--- src/hw/hppc_pkg.sv ---
// Package for hub port power and status change logic
`default_nettype none
package hppc_pkg;
    // Port and gang dimensions (defaults)
    localparam int NUM_PORTS = 7;
    localparam int NUM_PGANGS = 2;
    localparam int NUM_OCGANGS = 3;
    // Request codes on the feature port
    localparam logic [2:0] REQ_NONE = 3'h0;
    localparam logic [2:0] REQ_SET_POWER = 3'h1;
    localparam logic [2:0] REQ_CLR_POWER = 3'h2;
    localparam logic [2:0] REQ_CLR_C_OC = 3'h3;
    localparam logic [2:0] REQ_CLR_C_CONN = 3'h4;
    localparam logic [2:0] REQ_CLR_C_HUB_LP = 3'h5;
    localparam logic [2:0] REQ_CLR_C_HUB_OC = 3'h6;
    // Logical power switching mode encodings
    localparam logic [1:0] PSW_GANGED = 2'h0;
    localparam logic [1:0] PSW_PERPORT = 2'h1;
    // Over-current reporting mode encodings
    localparam logic [1:0] OCR_GLOBAL = 2'h0;
    localparam logic [1:0] OCR_PERPORT = 2'h1;
    // Power-on to power-good for switchless hubs
    localparam logic [7:0] PWRGOOD_NONE = 8'h00;
    // Poll answer states
    typedef enum logic [2:0] {
        HPPC_IDLE = 3'b001,
        HPPC_DATA = 3'b010,
        HPPC_NAK = 3'b100
    } hppc_poll_t;
endpackage
`default_nettype wire

--- src/hw/hppc_top.sv ---
// Hub port power switching, over-current and status change bitmap
// Operation
// - per-port switching powers the addressed port
// - ganged switching turns on the addressed port's gang switch
// - gang power off when members off/unconfigured
// - ignore power-on while local power lost
// - powered-off state; power mask all ones
// - no switches means zero power-good delay
// - multi-gang hubs advertise per-port modes
// - over-current forces protected ports powered-off
// - live status; change cleared per port
// - shared switch leaves other ports off
// - open switches tied to signalling circuit
// - over-current and power gangs tracked apart
// - poll with no changes answers NAK
// - change flags sticky until cleared/reset
// - bit zero hub, higher bits ports
// - whole bytes, absent ports read zero
// - dragged port gets change, no status
// - hub-wide over-current sets no port flags
// - status live, change marks transitions
// - switching mode field always implemented
// - descriptor and status always readable
// - reset clears changes, ports unconfigured
`default_nettype none
module hppc_top
    import hppc_pkg::*;
#(
    parameter int NPORT = NUM_PORTS,
    parameter int NPG = NUM_PGANGS,
    parameter int NOCG = NUM_OCGANGS,
    parameter bit HAS_SWITCHES = 1'b1,
    parameter bit HUB_WIDE_OC = 1'b0,
    parameter logic [7:0] PWRON2GOOD = 8'h32,
    parameter logic [NPORT*8-1:0] PORT_PGANG = '0,
    parameter logic [NPORT*8-1:0] PORT_OCGANG = '0,
    parameter int NBYTES = (NPORT + 8) / 8
)
(
    input wire logic CLK,
    input wire logic RESETN,
    input wire logic CONFIGURED,
    input wire logic [2:0] REQ_CODE,
    input wire logic [7:0] REQ_PORT,
    input wire logic REQ_VALID,
    input wire logic [NOCG-1:0] OC_PIN,
    input wire logic HUB_OC_PIN,
    input wire logic LOCAL_PWR_LOST_PIN,
    input wire logic [NPORT-1:0] PORT_DRAGGED_PIN,
    input wire logic [NPORT-1:0] CONNECT_PIN,
    input wire logic POLL,
    output logic [NPG-1:0] GANG_PWR_EN,
    output logic [NPORT-1:0] PORT_POWERED,
    output logic [NPORT-1:0] PORT_OC_STATUS,
    output logic [NPORT-1:0] PORT_C_OC,
    output logic [NPORT-1:0] PORT_C_CONN,
    output logic HUB_LP_STATUS,
    output logic HUB_C_LP,
    output logic HUB_OC_STATUS,
    output logic HUB_C_OC,
    output logic [NBYTES*8-1:0] POLL_BITMAP,
    output logic POLL_DATA,
    output logic POLL_NAK,
    output logic [1:0] PSW_MODE,
    output logic [1:0] OCR_MODE,
    output logic [7:0] PWR_GOOD_DELAY,
    output logic [NPORT-1:0] PWR_CTRL_MASK
);

    localparam int NSYNC = NOCG + 2 + 2 * NPORT;

    logic [NSYNC-1:0] sync1;
    logic [NSYNC-1:0] sync2;
    logic [NSYNC-1:0] sync3;
    logic [NSYNC-1:0] stable;
    logic [NSYNC-1:0] next_stable;
    logic [NPORT-1:0] powered;
    logic [NPORT-1:0] next_powered;
    logic [NPORT-1:0] oc_c;
    logic [NPORT-1:0] conn_c;
    logic lp_c;
    logic hoc_c;
    logic [NPG-1:0] gang_on;
    logic [NPG-1:0] next_gang_on;
    logic [NBYTES*8-1:0] bitmap;
    hppc_poll_t poll_st;
    hppc_poll_t next_poll_st;

    wire [NOCG-1:0] oc_s = stable[NOCG-1:0];
    wire hub_oc_s = stable[NOCG];
    wire lp_lost_s = stable[NOCG+1];
    wire [NPORT-1:0] drag_s = stable[NOCG+2 +: NPORT];
    wire [NPORT-1:0] conn_s = stable[NOCG+2+NPORT +: NPORT];
    wire [NSYNC-1:0] raw_in = {CONNECT_PIN, PORT_DRAGGED_PIN, LOCAL_PWR_LOST_PIN,
                               HUB_OC_PIN, OC_PIN};
    // Accept a change once stages two and three agree
    wire [NSYNC-1:0] agree = ~(sync2 ^ sync3);
    wire [NSYNC-1:0] rise = next_stable & ~stable;
    wire [NSYNC-1:0] edge_any = next_stable ^ stable;
    wire [NOCG-1:0] oc_rise = rise[NOCG-1:0];
    wire hub_oc_edge = edge_any[NOCG];
    wire lp_edge = edge_any[NOCG+1];
    wire [NPORT-1:0] drag_rise = rise[NOCG+2 +: NPORT];
    wire [NPORT-1:0] conn_edge = edge_any[NOCG+2+NPORT +: NPORT];
    wire req_hit = REQ_VALID && (REQ_PORT != 8'h00) && (REQ_PORT <= 8'(NPORT));
    wire [7:0] req_idx = REQ_PORT - 8'h01;
    wire hub_req = REQ_VALID && (REQ_PORT == 8'h00);
    // Local power lost blocks power-on requests only while its change flag is also set
    // power-on suppression check
    wire lp_block = lp_c && lp_lost_s;
    wire any_change = |bitmap;

    // Per-port decode of requests and over-current effects
    logic [NPORT-1:0] port_sel;
    logic [NPORT-1:0] set_pwr;
    logic [NPORT-1:0] oc_hit;
    logic [NPORT-1:0] oc_live;
    logic [NPORT-1:0] oc_new;
    genvar gi;
    generate
        for (gi = 0; gi < NPORT; gi++)
        begin : g_port
            localparam int OCG = int'(PORT_OCGANG[gi*8 +: 8]) % NOCG;
            assign port_sel[gi] = req_hit && (req_idx == 8'(gi));
            assign set_pwr[gi] = port_sel[gi] && (REQ_CODE == REQ_SET_POWER) && !lp_block
                                 && CONFIGURED;
            assign oc_live[gi] = HUB_WIDE_OC ? 1'b0 : oc_s[OCG];
            assign oc_new[gi] = HUB_WIDE_OC ? 1'b0 : oc_rise[OCG];
            assign oc_hit[gi] = HUB_WIDE_OC ? hub_oc_s : oc_s[OCG];
        end
    endgenerate

    // Power state of each port
    always_comb
    begin
        next_powered = powered;
        for (int i = 0; i < NPORT; i++)
        begin
            if (set_pwr[i])
                next_powered[i] = 1'b1;
            if (port_sel[i] && REQ_CODE == REQ_CLR_POWER)
                next_powered[i] = 1'b0;
            if (oc_hit[i] || drag_s[i] || lp_lost_s || !CONFIGURED)
                next_powered[i] = 1'b0;
        end
    end

    // Gang switch state from member requests and member states
    always_comb
    begin
        logic any_on;
        any_on = 1'b0;
        next_gang_on = gang_on;
        for (int g = 0; g < NPG; g++)
        begin
            for (int i = 0; i < NPORT; i++)
            begin
                if (set_pwr[i] && (int'(PORT_PGANG[i*8 +: 8]) % NPG) == g)
                    next_gang_on[g] = 1'b1;
                if (oc_hit[i] && (int'(PORT_PGANG[i*8 +: 8]) % NPG) == g)
                    next_gang_on[g] = 1'b0;
            end
        end
        // gang off when no member powered
        for (int g = 0; g < NPG; g++)
        begin
            any_on = 1'b0;
            for (int i = 0; i < NPORT; i++)
                if ((int'(PORT_PGANG[i*8 +: 8]) % NPG) == g)
                    any_on = any_on | next_powered[i];
            if (!any_on || !CONFIGURED)
                next_gang_on[g] = 1'b0;
        end
    end

    // Three-stage input synchroniser
    always_ff @(posedge CLK or negedge RESETN)
    begin
        if (!RESETN)
        begin
            sync1 <= '0;
            sync2 <= '0;
            sync3 <= '0;
        end
        else
        begin
            sync1 <= raw_in;
            sync2 <= sync1;
            sync3 <= sync2;
        end
    end

    assign next_stable = (agree & sync3) | (~agree & stable);

    // Power and sticky change flags
    // reset clears changes and power
    always_ff @(posedge CLK or negedge RESETN)
    begin
        if (!RESETN)
        begin
            stable <= '0;
            powered <= '0;
            gang_on <= '0;
            oc_c <= '0;
            conn_c <= '0;
            lp_c <= 1'b0;
            hoc_c <= 1'b0;
        end
        else
        begin
            stable <= next_stable;
            powered <= next_powered;
            gang_on <= next_gang_on;
            for (int i = 0; i < NPORT; i++)
            begin
                if (oc_new[i] || drag_rise[i])
                    oc_c[i] <= 1'b1;
                else if (port_sel[i] && REQ_CODE == REQ_CLR_C_OC)
                    oc_c[i] <= 1'b0;
                if (conn_edge[i])
                    conn_c[i] <= 1'b1;
                else if (port_sel[i] && REQ_CODE == REQ_CLR_C_CONN)
                    conn_c[i] <= 1'b0;
            end
            if (lp_edge)
                lp_c <= 1'b1;
            else if (hub_req && REQ_CODE == REQ_CLR_C_HUB_LP)
                lp_c <= 1'b0;
            if (hub_oc_edge && HUB_WIDE_OC)
                hoc_c <= 1'b1;
            else if (hub_req && REQ_CODE == REQ_CLR_C_HUB_OC)
                hoc_c <= 1'b0;
        end
    end

    // Change bitmap: hub at bit zero, ports above, rest zero
    // bit layout
    always_comb
    begin
        bitmap = '0;
        bitmap[0] = lp_c | hoc_c;
        for (int i = 0; i < NPORT; i++)
            bitmap[i+1] = oc_c[i] | conn_c[i];
    end

    // Poll answer: data while any flag set, else NAK
    // NAK without changes
    always_comb
    begin
        case (poll_st)
            HPPC_IDLE: next_poll_st = POLL ? (any_change ? HPPC_DATA : HPPC_NAK) : HPPC_IDLE;
            HPPC_DATA: next_poll_st = HPPC_IDLE;
            HPPC_NAK: next_poll_st = HPPC_IDLE;
            default: next_poll_st = HPPC_IDLE;
        endcase
    end

    always_ff @(posedge CLK or negedge RESETN)
    begin
        if (!RESETN)
        begin
            poll_st <= HPPC_IDLE;
            POLL_BITMAP <= '0;
        end
        else
        begin
            poll_st <= next_poll_st;
            if (POLL && poll_st == HPPC_IDLE)
                POLL_BITMAP <= any_change ? bitmap : '0;
        end
    end

    assign POLL_DATA = (poll_st == HPPC_DATA);
    assign POLL_NAK = (poll_st == HPPC_NAK);

    // Status outputs; port status zero while local power lost
    // live over-current status
    assign PORT_OC_STATUS = lp_lost_s ? '0 : oc_live;
    assign PORT_C_OC = oc_c;
    assign PORT_C_CONN = conn_c;
    assign PORT_POWERED = powered;
    assign GANG_PWR_EN = HAS_SWITCHES ? gang_on : '1;
    assign HUB_LP_STATUS = lp_lost_s;
    assign HUB_C_LP = lp_c;
    assign HUB_OC_STATUS = HUB_WIDE_OC ? hub_oc_s : 1'b0;
    assign HUB_C_OC = hoc_c;

    // Descriptor fields
    // mask all ones
    assign PWR_CTRL_MASK = '1;
    assign PWR_GOOD_DELAY = HAS_SWITCHES ? PWRON2GOOD : PWRGOOD_NONE;
    assign PSW_MODE = (NPG > 1 || NOCG > 1 || !HAS_SWITCHES && !HUB_WIDE_OC
                       || NPG == NPORT) ? PSW_PERPORT : PSW_GANGED;
    assign OCR_MODE = (NPG > 1 || NOCG > 1 || !HUB_WIDE_OC) ? OCR_PERPORT : OCR_GLOBAL;

    // Assertions
    // check suppression
    a_lp_block_power: assert property (@(posedge CLK) disable iff (!RESETN)
        (lp_block && REQ_VALID && REQ_CODE == REQ_SET_POWER) |=> $stable(gang_on) || !(|gang_on))
        else $error("power-on not ignored during local power loss");
    a_oc_forces_off: assert property (@(posedge CLK) disable iff (!RESETN)
        (|(oc_hit)) |=> ((powered & oc_hit) == '0) || !$stable(oc_hit))
        else $error("over-current port still powered");
    a_oc_change_sticky: assert property (@(posedge CLK) disable iff (!RESETN)
        (|oc_new) |=> (PORT_C_OC & $past(oc_new)) == $past(oc_new))
        else $error("over-current change not set");
    a_nak_no_change: assert property (@(posedge CLK) disable iff (!RESETN)
        (POLL && poll_st == HPPC_IDLE && !any_change) |=> POLL_NAK && !POLL_DATA)
        else $error("poll without change not NAKed");
    a_data_on_change: assert property (@(posedge CLK) disable iff (!RESETN)
        (POLL && poll_st == HPPC_IDLE && any_change) |=> POLL_DATA ##1 !POLL_DATA)
        else $error("poll with change returned no data");
    a_pad_bits_zero: assert property (@(posedge CLK) disable iff (!RESETN)
        (POLL_BITMAP >> (NPORT + 1)) == '0)
        else $error("absent port bit set");
    a_unconf_gang_off: assert property (@(posedge CLK) disable iff (!RESETN)
        !CONFIGURED |=> gang_on == '0)
        else $error("gang powered while unconfigured");
    a_hub_oc_no_port: assert property (@(posedge CLK) disable iff (!RESETN)
        (HUB_WIDE_OC && hub_oc_s) |=> powered == '0 && PORT_OC_STATUS == '0)
        else $error("port left on or flagged under hub-wide over-current");
    c_poll_data: cover property (@(posedge CLK) disable iff (!RESETN) POLL_DATA);
    c_poll_nak: cover property (@(posedge CLK) disable iff (!RESETN) POLL_NAK);
    c_oc_event: cover property (@(posedge CLK) disable iff (!RESETN) |oc_new);
    c_gang_on: cover property (@(posedge CLK) disable iff (!RESETN) |gang_on);

endmodule // hppc_top
`default_nettype wire

--- config.mk ---
export PLATFORM = sky130hd
export DESIGN_NAME = hppc_top
export DESIGN_NICKNAME = d
export VERILOG_FILES = /design/src/hw/hppc_pkg.sv /design/src/hw/hppc_top.sv
export SDC_FILE = /design/constraint.sdc
export NUM_CORES = 1
export LEC_CHECK = 0
export BUFFER_PORTS_ARGS = -buffer_cell sky130_fd_sc_hd__buf_2
export CAP_MARGIN = 20
export CORE_ASPECT_RATIO = 0.75
export CORE_MARGIN = 4
export CORE_UTILIZATION = 30
export CTS_CLUSTER_DIAMETER = 100
export DETAILED_ROUTE_END_ITERATION = 7
export GPL_ROUTABILITY_DRIVEN = 0
export PLACE_DENSITY = 0.47
export RECOVER_POWER = 100
export SLEW_MARGIN = 20
export SYNTH_ARGS = -nofsm -noshare
export SYNTH_HDL_FRONTEND = slang
export SYNTH_SLANG_ARGS = --single-unit
--- constraint.sdc ---
create_clock -name CLK -period 4.9 [get_ports CLK]
set_clock_uncertainty 0.15 [all_clocks]
set_input_delay 0.735 -clock CLK [delete_from_list [all_inputs] [get_ports CLK]]
set_output_delay 0.735 -clock CLK [all_outputs]
set_load 0.02 [all_outputs]
==> summary.md <==
| Metric | Value |
|---|---|
| Area delta synth->final | 15.4% |
| Register area share after synthesis | between 60% and 70% |
| Synth Register Bits | just under 100 |
| Hold depth | 0 |
| Post-CTS Setup Bufs | 0 |
| 1st-pass router iterations | 4 |
| Hold Fails Final Rpt | 0 |
| Setup violators final | 0 |
| Cells after Synth | between 200 and 300 |
| Ys flop type | dfrtp_1 |
| CP max stage delay | ~1.7 ns |
| Tcrit/Tclk final | between 60 and 70% |
| Mean Syn Cell Area | roughly 13 um^2 |
| Routed wire length | between 8000 and 9000 um |
| Die Span Y | about 100 um |
| Worst Setup Start Kind | input port |
| Leak Pwr | roughly 1.7 nW |
| Crit path time final | between 3 and 4 ns |
| Clock root buffer | clkbuf_16 |
| Worst reg2reg setup slack | around 2.6 ns |
| Share of cells above drive strength 1 | 13.1% |
| Port Buf Inserts | just over 70 |
| Reg-to-reg endpoint | GANG_PWR_EN[0] |
| CP top delay family | buffers and inverters |
| Synth unique cells | between 40 and 50 |
| Fin. max-slew vios | 44 |
| Pwr/cell area | about 370 mW/mm^2 |
| Critical Path RT | 4.71 ns |
| FILL cells | roughly 1200 |
| Synth top area share | 65.6% |
| Slew @ Worst Pin | approximately 2.3 ns |
| Critical Path Stages | 2 |
| Maximum fanout along the worst path | 56 |
| DIE WIDTH | ~140 um |
| Core outline area | roughly 0.012 mm^2 |
| Mapped Area | ~0.0037 mm^2 |
| Clock tree buffer depth | 2 |
| CTS tree | done |
| Multi-input gate area | around 0.0010 mm^2 |
| Critical R2R Launch | stable[4] |
| Setup TNS | 0 ns |
| Unrepaired setup endpoints after global routing | false |
| Area leader, netlist | dfrtp_1 |
| Max-slew headroom | -55.1% |
| Worst Path Arrival | just over 3 ns |
| Status | finished, violations left |
| Maxcap violations | 1 |
| Failing checks | capacitance limit, slew limit |
| Antenna Cells | 0 |
| Routed len/inst | 15.6 um |
| All-Layer GR Usage | between 10% and 20% |
| Synthesis Warnings | 0 |
| Post-synth EDFFs | 0 |
| Worst Hold Class | reg -> reg |
| # hold bufs at CTS | 0 |
| Initial DRC count | 199 |
| TritonCTS Sinks | 98 |
| Vias in the first global route | 2389 |
| Post-Route Utilization | between 30% and 40% |
| Register Area | between 0.002 and 0.0025 mm^2 |
| Total grt overflow | 0 |
| Initial Utilization | 31.3% |
| First-pass GRT wire length | approximately 13000 um |
| Dpl hpwl | 6060 um |
| Synth top area cells | dfrtp_1 66%, buf_4 5.7%, maj3_1 4.3% |
| Largest net degree at the start of global routing | 57 |
| Vias | approximately 2300 |
| I/O pin total | roughly 100 |
| FFs w/ async S/R, synth | 100% |
| H-Tree Level Count | 3 |
| # DRC | 0 |
| Hold_sp | sync1[10] |
| R2r worst-path depth | 4 |
| Maximum VDD drop | between 0.00015 and 0.0002 V |
| Hold worst-path end | sync2[10] |
| Clk_lat worst skew | between 0.3 and 0.4 ns |
| Critical-path cell with the highest stage delay | clkbuf_1 |
| Post-cts sizing count | 0 |
| Final ANT Viol Nets | 0 |
| FP Rows | 34 |
| Buf/Inv on CP | 2 |
| Final nets | ~400 |
| Initial antenna violation count | 0 |
| Critical Path End Type | asynchronous set/reset pin |
| Clk slew on worst S/H paths | about 0.060 ns |
| WS Path Type | in -> async |
| TritonCTS Buffers | 9 |
| Vias/cell | roughly 4.4 |
| CP cell instances | buf_4 > clkbuf_1 |
| FMAX | roughly 0.31 GHz |
| Die area | between 0.01 and 0.015 mm^2 |
-- worst max-delay path by stage --
stage                      to        start
5_1_grt        PORT_C_CONN[0]       RESETN
3_5_place_dp   GANG_PWR_EN[0]  REQ_PORT[3]
2_1_floorplan  GANG_PWR_EN[0]  REQ_PORT[3]
4_1_cts        GANG_PWR_EN[0]  REQ_PORT[3]
6_report       PORT_C_CONN[0]       RESETN
3_3_place_gp   GANG_PWR_EN[0]  REQ_PORT[3]
-- power breakdown --
group	internal (mW)	total (mW)	switching [mW]
clock	0.345	0.613	0.268
sequential	0.845	0.870	0.0251
combinational	0.0319	0.106	0.0737
-- layer usage --
| metal | routed length (um) | up-vias | global-route usage (%) |
|---|---|---|---|
| met4 | 126 | 0 | 4.10 |
| met5 | 0 | - | 0 |
| li1 | - | 1116 | - |
| met1 | 4110 | 1141 | 17.4 |
| met2 | 3490 | 67 | 17.3 |
| met3 | 542 | 10 | 4.06 |
-- area by class of cell --
class / instances / area share, %
Clock buffer: 11 / 5.68
Clock inverter: 1 / 0.117
Inverter: 2 / 0.176
Multi-Input combinational cell: 181 / 24.3
Sequential cell: 98 / 57.5
Tap cell: 162 / 4.75
Timing Repair Buffer: 74 / 7.47
-- state kept, by name, summed over array words and instances, names as in the netlist --
| name | count |
|---|---|
| PORT_C_OC | 7 |
| PORT_POWERED | 7 |
| poll_st | 3 |
| sync1 | 16 |
| sync2 | 16 |
| POLL_BITMAP | 8 |
| HUB_C_LP | 1 |
| stable | 16 |
| PORT_C_CONN | 7 |
| sync3 | 16 |
| GANG_PWR_EN | 1 |
-- stage by stage --
stage	setup WS (ns)	total power [mW]	instances	hold WS [ns]	cell area (um^2)
floorplan	2.24	0.963	313	0.181	3770
global placement	1.96	0.996	517	0.182	4130
detailed placement	1.97	0.999	517	0.185	4130
CTS	2.28	1.62	529	0.199	4380
global route	1.09	1.66	529	0.202	4270
finish	1.69	1.59	529	0.196	4270
-- cells by family after synthesis --
| kind of cell | Yosys count | share of synthesized area [%] |
|---|---|---|
| AO/OA/AOI/OAI | 50 | 8.79 |
| multiplexers | 1 | 0.304 |
| flip-flops | 98 | 66.3 |
| buffers and inverters | 34 | 6.49 |
| XOR/XNOR | 2 | 0.474 |
| adder cells (fa/ha/maj) | 16 | 4.33 |
| AND/OR/NAND/NOR | 90 | 13.1 |
| other | 2 | 0.203 |
-- cell usage in the layout, fill, tap and decap left out, drive strengths merged, types with 5 or more instances in the layout --
cell type / synthesis / routed
clkbuf: 3 / 54
o211ai: 11 / 11
buf: 29 / 31
dfrtp: 97 / 97
a21oi: 11 / 11
nor2b: 5 / 5
maj3: 16 / 16
nor2: 30 / 30
nand2: 27 / 27
conb: 2 / 22
o21ai: 14 / 14
a31oi: 6 / 6
-- cell usage after synthesis (3+ instances only) --
master	count
dfrtp_1	97
buf_4	28
nor2_1	28
nand2_1	27
maj3_1	16
o21ai_0	14
o211ai_1	11
a21oi_1	10
a31oi_1	6
nor2b_1	5
nor4_1	4
clkbuf_1	3
nand2b_1	3
nand4_1	3
or3b_2	3
No activity file was read; power rests on OpenSTA's default activity.
